## config.mk

```make
export PLATFORM = sky130hd
export DESIGN_NAME = p7mux_top
export DESIGN_NICKNAME = d
export VERILOG_FILES = /design/src/rtl/p7mux_pkg.sv /design/src/rtl/p7mux_top.sv /design/src/rtl/p7mux_ckdec.sv
export SDC_FILE = /design/constraint.sdc
export NUM_CORES = 1
export LEC_CHECK = 0
export BUFFER_PORTS_ARGS = -buffer_cell sky130_fd_sc_hd__buf_2
export CAP_MARGIN = 10
export CORE_MARGIN = 2
export CORE_UTILIZATION = 25
export CTS_BUF_LIST = sky130_fd_sc_hd__clkbuf_8
export CTS_CLUSTER_SIZE = 14
export DETAILED_ROUTE_END_ITERATION = 8
export MAX_ROUTING_LAYER = met4
export PLACE_DENSITY = 0.49
export SLEW_MARGIN = 10
export SYNTH_ARGS = -nofsm -noshare
export SYNTH_HDL_FRONTEND = slang
export SYNTH_HIERARCHICAL = 1
export SYNTH_SLANG_ARGS = --single-unit
```

## constraint.sdc

```tcl
create_clock -name MCLK -period 2.67 [get_ports MCLK]
set_input_delay 0.534 -clock MCLK [delete_from_list [all_inputs] [get_ports MCLK]]
set_output_delay 0.534 -clock MCLK [all_outputs]
set_load 0.02 [all_outputs]
```

## src/rtl/p7mux_pkg.sv

```systemverilog
// p7mux_pkg: constants and carrier types for the port 7 pin mux block
// assumes a 32-bit avalon-mm register bus with word addressing in bytes
package p7mux_pkg;
   // register word indices; the byte address is four times the index
   localparam logic [15:0] P7MUX_DIR_IDX    = 16'hFF8C;
   localparam logic [15:0] P7MUX_LATCH_IDX  = 16'hFF8E;
   localparam logic [15:0] P7MUX_MODE_IDX   = 16'hFF80;
   localparam logic [15:0] P7MUX_SER_IDX    = 16'hFF81;
   localparam logic [15:0] P7MUX_STAT_IDX   = 16'hFF82;
   localparam int          P7MUX_AW         = 18;
   localparam int          P7MUX_NPIN       = 6;
   localparam logic [7:0]  P7MUX_LATCH_RST  = 8'h00;
   localparam logic [7:0]  P7MUX_DIR_RST_EX = 8'h40;
   localparam logic [7:0]  P7MUX_DIR_RST_SC = 8'h00;
   localparam logic [7:0]  P7MUX_DIR_RD     = 8'hFF;
   localparam logic [5:0]  P7MUX_PIN_MASK   = 6'h3F;
   localparam logic [2:0]  P7MUX_MODE_RST   = 3'h7;
   localparam logic [31:0] P7MUX_UNMAPPED   = 32'h0000_0000;
   // pin positions in the port
   localparam int P7MUX_TX2 = 0;
   localparam int P7MUX_RX2 = 1;
   localparam int P7MUX_CK2 = 2;
   localparam int P7MUX_TX1 = 3;
   localparam int P7MUX_RX1 = 4;
   localparam int P7MUX_CK1 = 5;
   localparam int P7MUX_CLKOUT_BIT = 6;
   // operating modes
   localparam logic [2:0] P7MUX_MODE3 = 3'h3;
   localparam logic [2:0] P7MUX_MODE4 = 3'h4;
   localparam logic [2:0] P7MUX_MODE7 = 3'h7;

   // per-channel serial control bits
   typedef struct packed {
      logic sync_sel;
      logic clock_enable_high;
      logic clock_enable_low;
      logic rx_on_bit;
      logic tx_on_bit;
   } p7mux_ser_s;

   // decoded role of a serial clock pin
   typedef enum logic [1:0] {
      P7MUX_CK_GPIO,
      P7MUX_CK_OUT,
      P7MUX_CK_IN
   } p7mux_ck_e;
endpackage : p7mux_pkg

```

## src/rtl/p7mux_top.sv

```systemverilog
// p7mux_top: port 7 latch, direction register and pin function mux
// assumes pins are asynchronous; serial engines and mode are same clock
`timescale 1ns/1ps
module p7mux_top
   import p7mux_pkg::*;
(
   input  wire  logic                    MCLK,         // 40 mhz clock
   input  wire  logic                    SYS_RST,      // sync reset, high
   input  wire  logic [P7MUX_AW-1:0]     AVS_ADDRESS,  // byte address
   input  wire  logic                    AVS_READ,     // read request
   input  wire  logic                    AVS_WRITE,    // write request
   input  wire  logic [31:0]             AVS_WRITEDATA, // write data
   input  wire  logic [3:0]              AVS_BYTEENABLE, // byte lanes
   output logic [31:0]                   AVS_READDATA, // read data
   output logic                          AVS_WAITREQUEST, // wait
   input  wire  logic                    SER1_CLK_OUT, // channel 1 clock
   input  wire  logic                    SER1_TX_DATA, // channel 1 tx data
   input  wire  logic                    SER2_CLK_OUT, // channel 2 clock
   input  wire  logic                    SER2_TX_DATA, // channel 2 tx data
   input  wire  logic                    PAGE_ADDR_TOP_BIT, // address bit
   output logic                          SER1_CLK_IN,  // synced clock 1
   output logic                          SER1_RX_DATA, // synced rx 1
   output logic                          SER2_CLK_IN,  // synced clock 2
   output logic                          SER2_RX_DATA, // synced rx 2
   output logic                          SYS_CLK_OUT_EN, // clock out enable
   input  wire  logic [P7MUX_NPIN-1:0]   PORT7_IN,     // pin levels
   output logic [P7MUX_NPIN-1:0]         PORT7_OUT,    // pin drive values
   output logic [P7MUX_NPIN-1:0]         PORT7_OE      // pin drive enables
);
   import p7mux_pkg::*;

   // ==========================================================
   // register state
   logic [7:0]            latch_ff;
   logic [7:0]            dir_ff;
   logic [2:0]            mode_ff;
   logic                  rst_seen_ff;
   p7mux_ser_s            ser1_ff;
   p7mux_ser_s            ser2_ff;
   logic [P7MUX_NPIN-1:0] sync1_ff;
   logic [P7MUX_NPIN-1:0] sync2_ff;
   logic                  ack_ff;
   logic [31:0]           rdata_ff;
   logic [15:0]           idx;
   logic                  req;
   logic                  sel_dir;
   logic                  sel_latch;
   logic                  sel_mode;
   logic                  sel_ser;
   logic                  sel_stat;
   logic [7:0]            nxt_read;
   logic                  mapped;

   assign idx       = AVS_ADDRESS[P7MUX_AW-1:2];
   assign req       = (AVS_READ | AVS_WRITE) & ~ack_ff;
   assign sel_dir   = (idx == P7MUX_DIR_IDX);
   assign sel_latch = (idx == P7MUX_LATCH_IDX);
   assign sel_mode  = (idx == P7MUX_MODE_IDX);
   assign sel_ser   = (idx == P7MUX_SER_IDX);
   assign sel_stat  = (idx == P7MUX_STAT_IDX);
   assign mapped    = sel_dir | sel_latch | sel_mode | sel_ser | sel_stat;

   // ==========================================================
   // bus handshake: one wait cycle, then ack for one cycle
   always_ff @(posedge MCLK)
   begin
      if (SYS_RST)
      begin
         ack_ff <= 1'b0;
      end
      else
      begin
         ack_ff <= req;
      end
   end

   always_ff @(posedge MCLK)
   begin
      if (SYS_RST)
      begin
         AVS_WAITREQUEST <= 1'b1;
      end
      else
      begin
         AVS_WAITREQUEST <= ~req;
      end
   end

   // ==========================================================
   // operating mode register; reset state is mode 7
   always_ff @(posedge MCLK)
   begin
      if (SYS_RST)
      begin
         mode_ff <= P7MUX_MODE_RST;
      end
      else if (req & AVS_WRITE & sel_mode & AVS_BYTEENABLE[0])
      begin
         mode_ff <= AVS_WRITEDATA[2:0];
      end
   end

   // tracks the first cycle after reset to apply the direction reset value chosen by the mode
   always_ff @(posedge MCLK)
   begin
      if (SYS_RST)
      begin
         rst_seen_ff <= 1'b0;
      end
      else
      begin
         rst_seen_ff <= 1'b1;
      end
   end

   // ==========================================================
   // serial control: bits [4:0] channel one, [12:8] channel two
   always_ff @(posedge MCLK)
   begin
      if (SYS_RST)
      begin
         ser1_ff <= '0;
      end
      else if (req & AVS_WRITE & sel_ser & AVS_BYTEENABLE[0])
      begin
         ser1_ff <= AVS_WRITEDATA[4:0];
      end
   end

   always_ff @(posedge MCLK)
   begin
      if (SYS_RST)
      begin
         ser2_ff <= '0;
      end
      else if (req & AVS_WRITE & sel_ser & AVS_BYTEENABLE[1])
      begin
         ser2_ff <= AVS_WRITEDATA[12:8];
      end
   end

   // ==========================================================
   // direction register; reset value follows the mode
   always_ff @(posedge MCLK)
   begin
      if (SYS_RST)
      begin
         dir_ff <= P7MUX_DIR_RST_SC;
      end
      else if (!rst_seen_ff)
      begin
         dir_ff <= (mode_ff == P7MUX_MODE7) ? P7MUX_DIR_RST_SC
                                            : P7MUX_DIR_RST_EX;
      end
      else if (req & AVS_WRITE & sel_dir & AVS_BYTEENABLE[0])
      begin
         dir_ff <= AVS_WRITEDATA[7:0];
      end
   end

   // ==========================================================
   // output latch; upper two bits never store
   always_ff @(posedge MCLK)
   begin
      if (SYS_RST)
      begin
         latch_ff <= P7MUX_LATCH_RST;
      end
      else if (req & AVS_WRITE & sel_latch & AVS_BYTEENABLE[0])
      begin
         latch_ff <= {2'b00, AVS_WRITEDATA[5:0]};
      end
   end

   // ==========================================================
   // pin synchronisers
   always_ff @(posedge MCLK)
   begin
      if (SYS_RST)
      begin
         sync1_ff <= '0;
         sync2_ff <= '0;
      end
      else
      begin
         sync1_ff <= PORT7_IN;
         sync2_ff <= sync1_ff;
      end
   end

   // ==========================================================
   // pin function decode
   p7mux_ck_e             ck1_role;
   p7mux_ck_e             ck2_role;
   logic [P7MUX_NPIN-1:0] nxt_oe;
   logic [P7MUX_NPIN-1:0] nxt_out;
   logic                  ser_zero2;

   p7mux_ckdec u_ck1 (
      .ser  (ser1_ff),
      .role (ck1_role)
   );

   p7mux_ckdec u_ck2 (
      .ser  (ser2_ff),
      .role (ck2_role)
   );

   assign ser_zero2 = ~(ser2_ff.sync_sel | ser2_ff.clock_enable_high |
                        ser2_ff.clock_enable_low);

   always_comb
   begin
      // default gpio role from direction bits
      nxt_oe  = dir_ff[5:0];
      nxt_out = latch_ff[5:0];
      // channel one clock, same in all modes
      if (ck1_role == P7MUX_CK_OUT)
      begin
         nxt_oe[P7MUX_CK1]  = 1'b1;
         nxt_out[P7MUX_CK1] = SER1_CLK_OUT;
      end
      else if (ck1_role == P7MUX_CK_IN)
      begin
         nxt_oe[P7MUX_CK1]  = 1'b0;
      end
      else
      begin
         nxt_oe[P7MUX_CK1]  = dir_ff[P7MUX_CK1];
      end
      if (ser1_ff.rx_on_bit)
      begin
         nxt_oe[P7MUX_RX1] = 1'b0;
      end
      if (ser1_ff.tx_on_bit)
      begin
         nxt_oe[P7MUX_TX1]  = 1'b1;
         nxt_out[P7MUX_TX1] = SER1_TX_DATA;
      end
      if (ser2_ff.rx_on_bit)
      begin
         nxt_oe[P7MUX_RX2] = 1'b0;
      end
      if (ser2_ff.tx_on_bit)
      begin
         nxt_oe[P7MUX_TX2]  = 1'b1;
         nxt_out[P7MUX_TX2] = SER2_TX_DATA;
      end
      // channel two clock pin depends on mode
      case (mode_ff)
         P7MUX_MODE3:
         begin
            nxt_oe[P7MUX_CK2]  = 1'b1;
            nxt_out[P7MUX_CK2] = PAGE_ADDR_TOP_BIT;
         end
         P7MUX_MODE4:
         begin
            if (dir_ff[P7MUX_CK2])
            begin
               nxt_oe[P7MUX_CK2]  = 1'b1;
               nxt_out[P7MUX_CK2] = PAGE_ADDR_TOP_BIT;
            end
            else if (ser_zero2 || ck2_role != P7MUX_CK_OUT)
            begin
               nxt_oe[P7MUX_CK2] = 1'b0;
            end
            else
            begin
               nxt_oe[P7MUX_CK2]  = 1'b1;
               nxt_out[P7MUX_CK2] = SER2_CLK_OUT;
            end
         end
         default:
         begin
            if (ck2_role == P7MUX_CK_OUT)
            begin
               nxt_oe[P7MUX_CK2]  = 1'b1;
               nxt_out[P7MUX_CK2] = SER2_CLK_OUT;
            end
            else if (ck2_role == P7MUX_CK_IN)
            begin
               nxt_oe[P7MUX_CK2] = 1'b0;
            end
            else
            begin
               nxt_oe[P7MUX_CK2] = dir_ff[P7MUX_CK2];
            end
         end
      endcase
   end

   always_ff @(posedge MCLK)
   begin
      if (SYS_RST)
      begin
         PORT7_OE  <= '0;
         PORT7_OUT <= '0;
      end
      else
      begin
         PORT7_OE  <= nxt_oe;
         PORT7_OUT <= nxt_out;
      end
   end

   // synced pin levels toward the serial channels and clock out enable
   always_ff @(posedge MCLK)
   begin
      if (SYS_RST)
      begin
         SER1_CLK_IN    <= 1'b0;
         SER1_RX_DATA   <= 1'b0;
         SER2_CLK_IN    <= 1'b0;
         SER2_RX_DATA   <= 1'b0;
         SYS_CLK_OUT_EN <= 1'b0;
      end
      else
      begin
         SER1_CLK_IN    <= sync2_ff[P7MUX_CK1];
         SER1_RX_DATA   <= sync2_ff[P7MUX_RX1];
         SER2_CLK_IN    <= sync2_ff[P7MUX_CK2];
         SER2_RX_DATA   <= sync2_ff[P7MUX_RX2];
         SYS_CLK_OUT_EN <= dir_ff[P7MUX_CLKOUT_BIT];
      end
   end

   // ==========================================================
   // read path
   always_comb
   begin
      nxt_read = 8'h00;
      if (sel_latch)
      begin
         // output pins give latch, input pins give pin level
         nxt_read[5:0] = (latch_ff[5:0] & PORT7_OE) |
                         (sync2_ff & ~PORT7_OE);
      end
      else if (sel_dir)
      begin
         nxt_read = P7MUX_DIR_RD;
      end
      else if (sel_mode)
      begin
         nxt_read = {5'b00000, mode_ff};
      end
      else if (sel_ser)
      begin
         nxt_read = {3'b000, ser1_ff};
      end
      else if (sel_stat)
      begin
         nxt_read = {2'b00, PORT7_OE};
      end
   end

   always_ff @(posedge MCLK)
   begin
      if (SYS_RST)
      begin
         rdata_ff <= P7MUX_UNMAPPED;
      end
      else if (req & AVS_READ)
      begin
         if (sel_ser)
         begin
            rdata_ff <= {19'h0_0000, ser2_ff, 3'b000, ser1_ff};
         end
         else if (mapped)
         begin
            rdata_ff <= {24'h00_0000, nxt_read};
         end
         else
         begin
            rdata_ff <= P7MUX_UNMAPPED;
         end
      end
   end

   assign AVS_READDATA = rdata_ff;
endmodule : p7mux_top

```

## src/rtl/p7mux_ckdec.sv

```systemverilog
// p7mux_ckdec: decodes one serial clock pin role from its control bits
// assumes pure combinational use inside the port 7 mux
`timescale 1ns/1ps
module p7mux_ckdec
   import p7mux_pkg::*;
(
   input  wire p7mux_pkg::p7mux_ser_s ser,  // channel control bits
   output p7mux_pkg::p7mux_ck_e       role  // decoded pin role
);
   always_comb
   begin
      if (ser.sync_sel)
      begin
         // clock enable low ignored in sync mode
         role = ser.clock_enable_high ? P7MUX_CK_IN : P7MUX_CK_OUT;
      end
      else if (ser.clock_enable_high)
      begin
         role = P7MUX_CK_IN;
      end
      else if (ser.clock_enable_low)
      begin
         role = P7MUX_CK_OUT;
      end
      else
      begin
         role = P7MUX_CK_GPIO;
      end
   end
endmodule : p7mux_ckdec

```

=== After elaboration in Yosys (flattened, before gate mapping) ===
Index checks and enable logic that the tools add are counted.

* Register bits after elaboration: 90
* Input port bits: 69
* Output and inout port bits: 50

* Eq/ne operators: 14
* Muxes and demuxes: 35
* Bitwise logic cells: 26
* Reductions and logical operators: 3

{| class="wikitable"
|+ Operators by type and width
! cell !! number
|-
| 16-bit equality test, second input constant || 5
|-
| 8-bit two-way mux || 3
|-
| 7-bit two-way mux || 3
|-
| 1-bit two-way mux || 17
|-
| 2-bit two-way mux || 7
|-
| 13-bit two-way mux || 1
|-
| 1-bit AND || 12
|-
| 6-bit AND || 2
|-
| 6-bit two-way mux || 2
|-
| 1-bit OR || 7
|-
| 3-bit equality test, second input constant || 2
|-
| 6-bit NOT || 1
|-
| 6-bit OR || 1
|-
| 2-bit by 1-bit equality test with 1-bit output, second input constant || 2
|-
| 2-bit equality test, second input constant || 2
|-
| 2-bit by 1-bit inequality test with 1-bit output, second input constant || 2
|-
| 1-bit one-hot mux with 2 select lines || 2
|-
| 2-bit OR reduction || 2
|-
| 3-bit by 2-bit equality test with 1-bit output, second input constant || 1
|-
| 1-bit NOT || 3
|-
| 1-bit logical OR || 1
|}

=== Logic depth before layout (Yosys ltp) ===
Gate-level depths: netlist (run 1).

* Depth in word-level cells: 8
* Gate-level depth with buffers: 7

=== Hierarchy ===
The synthesis (run 1) kept the hierarchy.

{| class="wikitable"
|+ By module, submodules not included
! module !! times used !! cells each !! area an instance (um2)
|-
| p7mux_top || 1 || 324 || 2891.5
|-
| p7mux_ckdec || 2 || 2 || 17.5
|}

=== Least setup slack after synthesis (run 1) ===
OpenSTA, ideal clock, no wires.

* Kind: in2reg
* From: input port AVS_ADDRESS[7]
* To: register mode_ff[0]
* Library setup time: 126 ps
* Arrival: 2510 ps
* Required time: 2544 ps
* Path slack: 33 ps
* Stages on the path: 7
* Path through: or4b_1 buf_2 or4_4 or4b_1 buf_2 mux2i_1 nand2_1

* Cells in the longest elaborated chain, start to end: 3

{| class="wikitable"
|+ RTL lines
! element !! RTL line !! source
|-
| from (decl) || p7mux_top.sv:9 || <nowiki>input wire logic [P7MUX_AW-1:0] AVS_ADDRESS,</nowiki>
|-
| 16-bit equality test || p7mux_top.sv:58 || <nowiki>assign sel_mode = (idx == P7MUX_MODE_IDX);</nowiki>
|-
| 1-bit AND (2 in a row) || p7mux_top.sv:97 || <nowiki>else if (req & AVS_WRITE & sel_mode & AVS_BYTEENABLE[0])</nowiki>
|-
| to (signal assigned) || p7mux_top.sv:99 || <nowiki>mode_ff <= AVS_WRITEDATA[2:0];</nowiki>
|-
| to (decl) || p7mux_top.sv:36 || <nowiki>logic [2:0] mode_ff;</nowiki>
|}

Every way passes these cells.
A chain may end at the register's enable or synchronous reset.

=== Worst setup path in the final report (run 1) ===
* From: input port AVS_ADDRESS[7]
* To: register mode_ff[1]

Same word-level chain as after synthesis.

==> run_results.csv, run 1 <==
group,metric,value,unit
run_status,outcome,"complete, no violations",
setup_path,reg2reg_to,"mode_ff[1]$_SDFFE_PP1P_",
timing,setup_viol,0,
clocking,ctsHoldBuffers,0,
routing,detail_route.iter0.violations,96,
setup_path,crit_start,"AVS_ADDRESS[7]",
pwr,power_leakage,1.525,nW
routing,post-route-drc-count,0,
die,initial_core_util,25.63,%
timing,tightestPinTransition,0.5843,ns
cells_and_area,syn2layout_area_growth,23.90,%
cells_and_area,final_util,31.76,%
clocking,clock_sinks,70,
die,num_rows,39,
clocking,cts_setup_buffers,0,
routing,routed.top_layer,"met4",
setup_path,path_buf_inv,1,
pwr,p_total,2.190,mW
setup_path,rr_worst_depth,6,
cells_and_area,insertedDiodeCount,0,
routing,ant_nets,0,
synth,ys_top_cells_by_area,"dfxtp_1, mux2i_1, a21oi_1",
clocking,post_cts_resized,0,
setup_path,cp_max_fo,3,
synth,synthArstFlopShare,0,%
timing,rsz0062_at_grt,"false",
worst_hold_path,hold_path.startpoint,"PORT7_IN[0]",
clocking,htree_levels,3,
setup_path,worstSetupPathDepth,6,
clocking,cts_root_buffer,"clkbuf_8",
die,die_y,112.2,um
synth,yosys.area.top_type,"dfxtp_1",
routing,firstDrtPassIters,4,
setup_path,r2r_setup_slack,0.90,ns
global_routing,grt_pass1_wl,12.30,mm
timing,max_freq,420.6,MHz
clocking,clock_latency,0.36,ns
timing,final_max_slew_viol_count,0,
setup_path,max_stage_delay,0.62,ns
global_routing,grt-ovfl-total,0,
pwr,power_density,604.1,nW/um2
synth,ys.flop_type,"dfxtp_1",
synth,ys_top_cells_by_count,"dfxtp_1, a21oi_1, nand2_1, nor2_1",
routing,wl_met3,507,um
die,coreArea,11420,um2
setup_path,worstSetupStartpointType,"input pin",
setup_path,crit_slowest_cell,"or4b_1",
synth,synth-edff-count,0,
placed_design,postPlaceCellArea,3407,um2
timing,fin_crit,2.378,ns
timing,fin_crit_sh,89.05,%
pwr,ir_worst_vdd,267.6,uV
setup_path,cp_top_family,"simple AND/OR/NAND/NOR gates",
timing,fin_setup_tns,0,ns
clocking,cts_max_path_buffers,2,
worst_hold_path,hold_path_class,"input pin to flip-flop",
placed_design,dp_slack,-0.08573,ns
synth,yosysSeqAreaShare,47.88,%
cells_and_area,drive_above_1_share,25.49,%
placed_design,hpwl,5.871,mm
timing,timing.final.ws_setup,0.2925,ns
clocking,cts_tree,"built",
routing,drt_wl_total,8.000,mm
synth,ys_types,37,
setup_path,r2r_start,"ack_ff$_SDFF_PP0_",
synth,yosys.cell_count.top_type,"dfxtp_1",
placed_design,place_inst,539,
placed_design,place.gp.congestion,0.7812,
timing,timing.slew.headroom,61.04,%
placed_design,portBuffers,75,
global_routing,grt_use_total,13.19,%
clocking,cts_inserted_buffers,9,
die,chipWidth,112.2,um
setup_path,endpoint_kind,"flip-flop",
global_routing,grt_max_degree,54,
clocking,clkSlewWorstSetupHoldPaths,0.08,ns
die,die_area,12590,um2
worst_hold_path,hold_depth,2,
setup_path,crit_top_cell,"or4b_1",
synth,ys.warnings.count,6,
timing,finalHoldViolCount,0,
routing,dr_total_vias,2494,
routing,wl_met1,3.658,mm
worst_hold_path,hold_end,"sync1_ff[0]$_SDFF_PP0_",
timing,worst_clock_skew,0.01255,ns
synth,syn_area_per_cell,8.922,um2
cells_and_area,stdcell_area,3626,um2
setup_path,path_cells,"buf_2 > or4b_1 > or4_4 > or4b_1 > mux2i_1 > nand2_1",
die,io_pins,119,
routing,avgViaCountPerCell,4.494,
setup_path,path_class,"input pin to flip-flop",
global_routing,grt_pass1_vias,2320,
setup_path,crit_required,2.90,ns
synth,ys_seq_elements,70,
routing,met2_length,3.684,mm
routing,routedWlPerCell,14.41,um
synth,syn_inst,328,
timing,hold-worst-slack,0.3826,ns
setup_path,critical_path_arrival,2.61,ns
synth,netlist_area,2927,um2
cells_and_area,n_fill_cell,1237,
synth,netlist.area_leader.share,47.88,%
flow_run,drv_cap,0,
cells_and_area,fin_nets,476,
cells_and_area,final_cells,555,
global_routing,antenna_found_initial,0,
==> placed cells by master, fill, tap and decap left out, types with 3 or more instances in the layout <==
cell type  netlist  routed
mux2i_1         23      23
nor2_1          28      28
nand3_1         15      15
a21oi_1         35      35
buf_4           22      10
nand2b_1         3       3
nand2_1         33      33
o221ai_1         3       3
o21ai_0         14      14
buf_2            2      75
inv_1            6       6
nand3b_1         5       5
conb_1           1      19
nor2b_1         23      23
nand4_1          3       3
clkbuf_8         0       9
dfxtp_1         70      70
nor3b_1          3       3
==> worst reg2reg max path, stage by stage, from the launching register on <==
cell and delay (ns):
dfxtp_1 0.34, nand3b_1 0.22, nor2_1 0.12, buf_4 0.17
or4b_1 0.55, mux2i_1 0.18, nand2_1 0.07
==> state kept, by name, summed over array words and instances, names as in the netlist, 3 cells and up <==
| signal | count |
|---|---|
| AVS_READDATA | 12 |
| mode_ff | 3 |
| dir_ff | 7 |
| latch_ff | 6 |
| sync2_ff | 6 |
| PORT7_OUT | 6 |
| ser1_ff | 5 |
| ser2_ff | 5 |
| sync1_ff | 6 |
| PORT7_OE | 6 |
==> worst max path at each step <==
stage	end	slack [ns]
floorplan	mode_ff[0]$_SDFFE_PP1P_	0.03
global placement	mode_ff[1]$_SDFFE_PP1P_	-0.07
detailed placement	mode_ff[2]$_SDFFE_PP1P_	-0.09
CTS	mode_ff[1]$_SDFFE_PP1P_	0.30
global route	mode_ff[0]$_SDFFE_PP1P_	0.22
finish	mode_ff[1]$_SDFFE_PP1P_	0.29
==> report_power, final <==
| part | internal, mW | leakage [nW] | switching, mW |
|---|---|---|---|
| Clock | 0.529 | 0.110 | 0.433 |
| Combinational | 0.0545 | 0.846 | 0.105 |
| Sequential | 1.06 | 0.569 | 0.00779 |
| Total | 1.65 | 1.52 | 0.545 |
==> final cells by class <==
class,count,area (um2),share of cell area (%)
clock inverter,7,95.09,2.622
multi-input combinational,235,1354,37.34
timing repair buffer,85,450.4,12.42
clock buffer,9,123.9,3.416
inverter,6,22.52,0.6211
tap,143,178.9,4.934
sequential,70,1401,38.65
==> logic make-up (layout without fill, tap and decap cells) <==
group,Yosys count,after routing,synth area share [%]
buffers and inverters,41,107,8.166
DFF,70,70,47.88
muxes,25,25,8.636
AOI/OAI and AO/OA,61,61,11.80
and+or+nand+nor,130,130,23.39
other,1,19,0.1281
==> metal layers <==
metal  track usage [%]  vias to the layer above
li1                  -                     1250
met1             17.13                     1157
met2             19.16                       75
met3             3.078                       12
met4             6.748                        0
met5                 -                        -
Power figures use the tool's default switching activity.
==> run 2: changes to the inputs <==
==> constraint.sdc (replaced) <==
create_clock -name MCLK -period 2.67 [get_ports MCLK]
set_input_delay 0 -clock MCLK [delete_from_list [all_inputs] [get_ports MCLK]]
set_output_delay 0 -clock MCLK [all_outputs]
set_load 0.02 [all_outputs]
==> run_results.csv, run 2 (synthesis gave the netlist of run 1 again) <==
group,metric,value,unit
placed_design,dp_slack,0.3834,ns
global_routing,grt-ovfl-total,0,
die,initial_core_util,25.63,%
timing,worst_clock_skew,0.01369,ns
routing,detail_route.iter0.violations,116,
die,chipWidth,112.2,um
setup_path,crit_required,2.91,ns
setup_path,max_stage_delay,0.62,ns
flow_run,drv_cap,0,
setup_path,reg2reg_to,"PORT7_OUT[2]$_SDFF_PP0_",
timing,fin_setup_tns,0,ns
global_routing,top_usage_layer,"met2",
routing,drt_wl_total,8.212,mm
routing,ant_nets,0,
timing,rsz0062_at_grt,"false",
worst_hold_path,hold_path_class,"input pin to flip-flop",
placed_design,hpwl,5.923,mm
setup_path,r2r_start,"ser2_ff[3]$_SDFFE_PP0P_",
die,coreArea,11420,um2
cells_and_area,n_fill_cell,1209,
global_routing,grt_pass1_vias,2390,
routing,dr_total_vias,2592,
clocking,cts_root_buffer,"clkbuf_8",
global_routing,grt_pass1_wl,12.77,mm
timing,timing.slew.headroom,53.15,%
setup_path,r2r_setup_slack,0.89,ns
routing,post-route-drc-count,0,
cells_and_area,insertedDiodeCount,0,
cells_and_area,syn2layout_area_growth,30.35,%
placed_design,portBuffers,75,
die,num_rows,39,
cells_and_area,largest_reg_flops,12,
global_routing,grt.met2_usage,20.08,%
die,die_y,112.2,um
setup_path,critical_path_arrival,2.17,ns
worst_hold_path,hold_depth,2,
setup_path,path_class,"input pin to flip-flop",
timing,fin_crit,1.923,ns
timing,fin_crit_sh,72.04,%
die,io_pins,119,
clocking,clock_sinks,70,
cells_and_area,drive_above_1_share,23.20,%
global_routing,grt_use_total,13.64,%
clocking,cts_max_path_buffers,2,
setup_path,cp_top_family,"simple AND/OR/NAND/NOR gates",
global_routing,grt_max_degree,38,
cells_and_area,final_common_cell,"buf_2",
pwr,ir_worst_vdd,208.0,uV
placed_design,place.gp.congestion,0.8256,
timing,hold-worst-slack,0.03018,ns
global_routing,grt_util_met1,17.80,%
setup_path,rr_worst_depth,6,
cells_and_area,fin_nets,495,
setup_path,endpoint_kind,"flip-flop",
timing,tightestPinTransition,0.6964,ns
global_routing,use_met3,2.916,%
clocking,cts_inserted_buffers,9,
setup_path,cp_max_fo,5,
timing,max_freq,519.9,MHz
timing,final_max_slew_viol_count,0,
clocking,clkSlewWorstSetupHoldPaths,0.08,ns
clocking,cts_tree,"built",
setup_path,path_cells,"buf_2 > or4b_1 > or4_4 > or4b_1 > mux2i_1 > nand2_1",
global_routing,antenna_found_initial,0,
clocking,cts_setup_buffers,0,
routing,routedWlPerCell,14.31,um
setup_path,path_buf_inv,1,
run_status,outcome,"complete, no violations",
worst_hold_path,hold_end,"AVS_READDATA[7]$_SDFFE_PP0P_",
cells_and_area,stdcell_area,3815,um2
timing,finalHoldViolCount,0,
pwr,power_density,562.9,nW/um2
timing,setup_viol,0,
setup_path,crit_top_cell,"or4b_1",
worst_hold_path,hold_path.startpoint,"SYS_RST",
cells_and_area,layout_common_cells,"buf_2, dfxtp_1, a21oi_1",
pwr,power_leakage,1.589,nW
placed_design,postPlaceCellArea,3369,um2
timing,timing.final.ws_setup,0.7466,ns
setup_path,crit_slowest_cell,"or4b_1",
setup_path,worstSetupStartpointType,"input pin",
clocking,htree_levels,3,
routing,firstDrtPassIters,4,
clocking,clock_latency,0.36,ns
die,die_area,12590,um2
routing,avgViaCountPerCell,4.516,
-- run 2: final cells by class --
| type | count | area [um2] | share of cell area, % |
|---|---|---|---|
| Tap cell | 143 | 178.9 | 4.690 |
| Multi-Input combinational cell | 235 | 1354 | 35.49 |
| Clock buffer | 10 | 137.6 | 3.608 |
| Clock inverter | 6 | 67.56 | 1.771 |
| Sequential cell | 70 | 1401 | 36.73 |
| Inverter | 6 | 22.52 | 0.5904 |
| Timing Repair Buffer | 104 | 653.1 | 17.12 |
-- run 2: metal layers --
| layer | share of wire (%) | wire, um |
|---|---|---|
| met1 | 47 | 3835 |
| met4 | 1.9 | 153 |
| met2 | 45 | 3733 |
| met5 | 0 | 0 |
| met3 | 6.0 | 490 |
-- run 2: power by group --
part	switching [mW]	total [mW]	internal (mW)
combinational	0.109	0.186	0.0765
clock	0.430	0.892	0.461
sequential	0.00777	1.07	1.06
total	0.548	2.15	1.60
-- run 2: per-stage QoR --
stage	power, mW	std cells	utilization, %
after floorplan	1.204	346	-
after global placement	1.252	534	29.51
after detailed placement	1.253	534	29.51
after CTS	2.184	574	33.41
after global routing	2.250	574	33.41
final	2.147	574	33.41
-- run 2: timing repair --
| item | 4_1_cts | 5_1_grt |
|---|---|---|
| setup endpoints to repair | 0 | 0 |
| endpoints found under the hold margin | 38 | 0 |
| hold buffers | 24 | 0 |
| gates resized for setup | 0 | 0 |
-- run 2: worst max-delay path by stage --
stage,from,to,cells past startpoint
floorplan,AVS_ADDRESS[7],mode_ff[0]$_SDFFE_PP1P_,7
global placement,AVS_ADDRESS[7],mode_ff[1]$_SDFFE_PP1P_,6
finish,AVS_ADDRESS[7],mode_ff[1]$_SDFFE_PP1P_,6
global route,AVS_ADDRESS[7],mode_ff[2]$_SDFFE_PP1P_,6
detailed placement,AVS_ADDRESS[7],mode_ff[1]$_SDFFE_PP1P_,6
CTS,AVS_ADDRESS[7],mode_ff[1]$_SDFFE_PP1P_,6
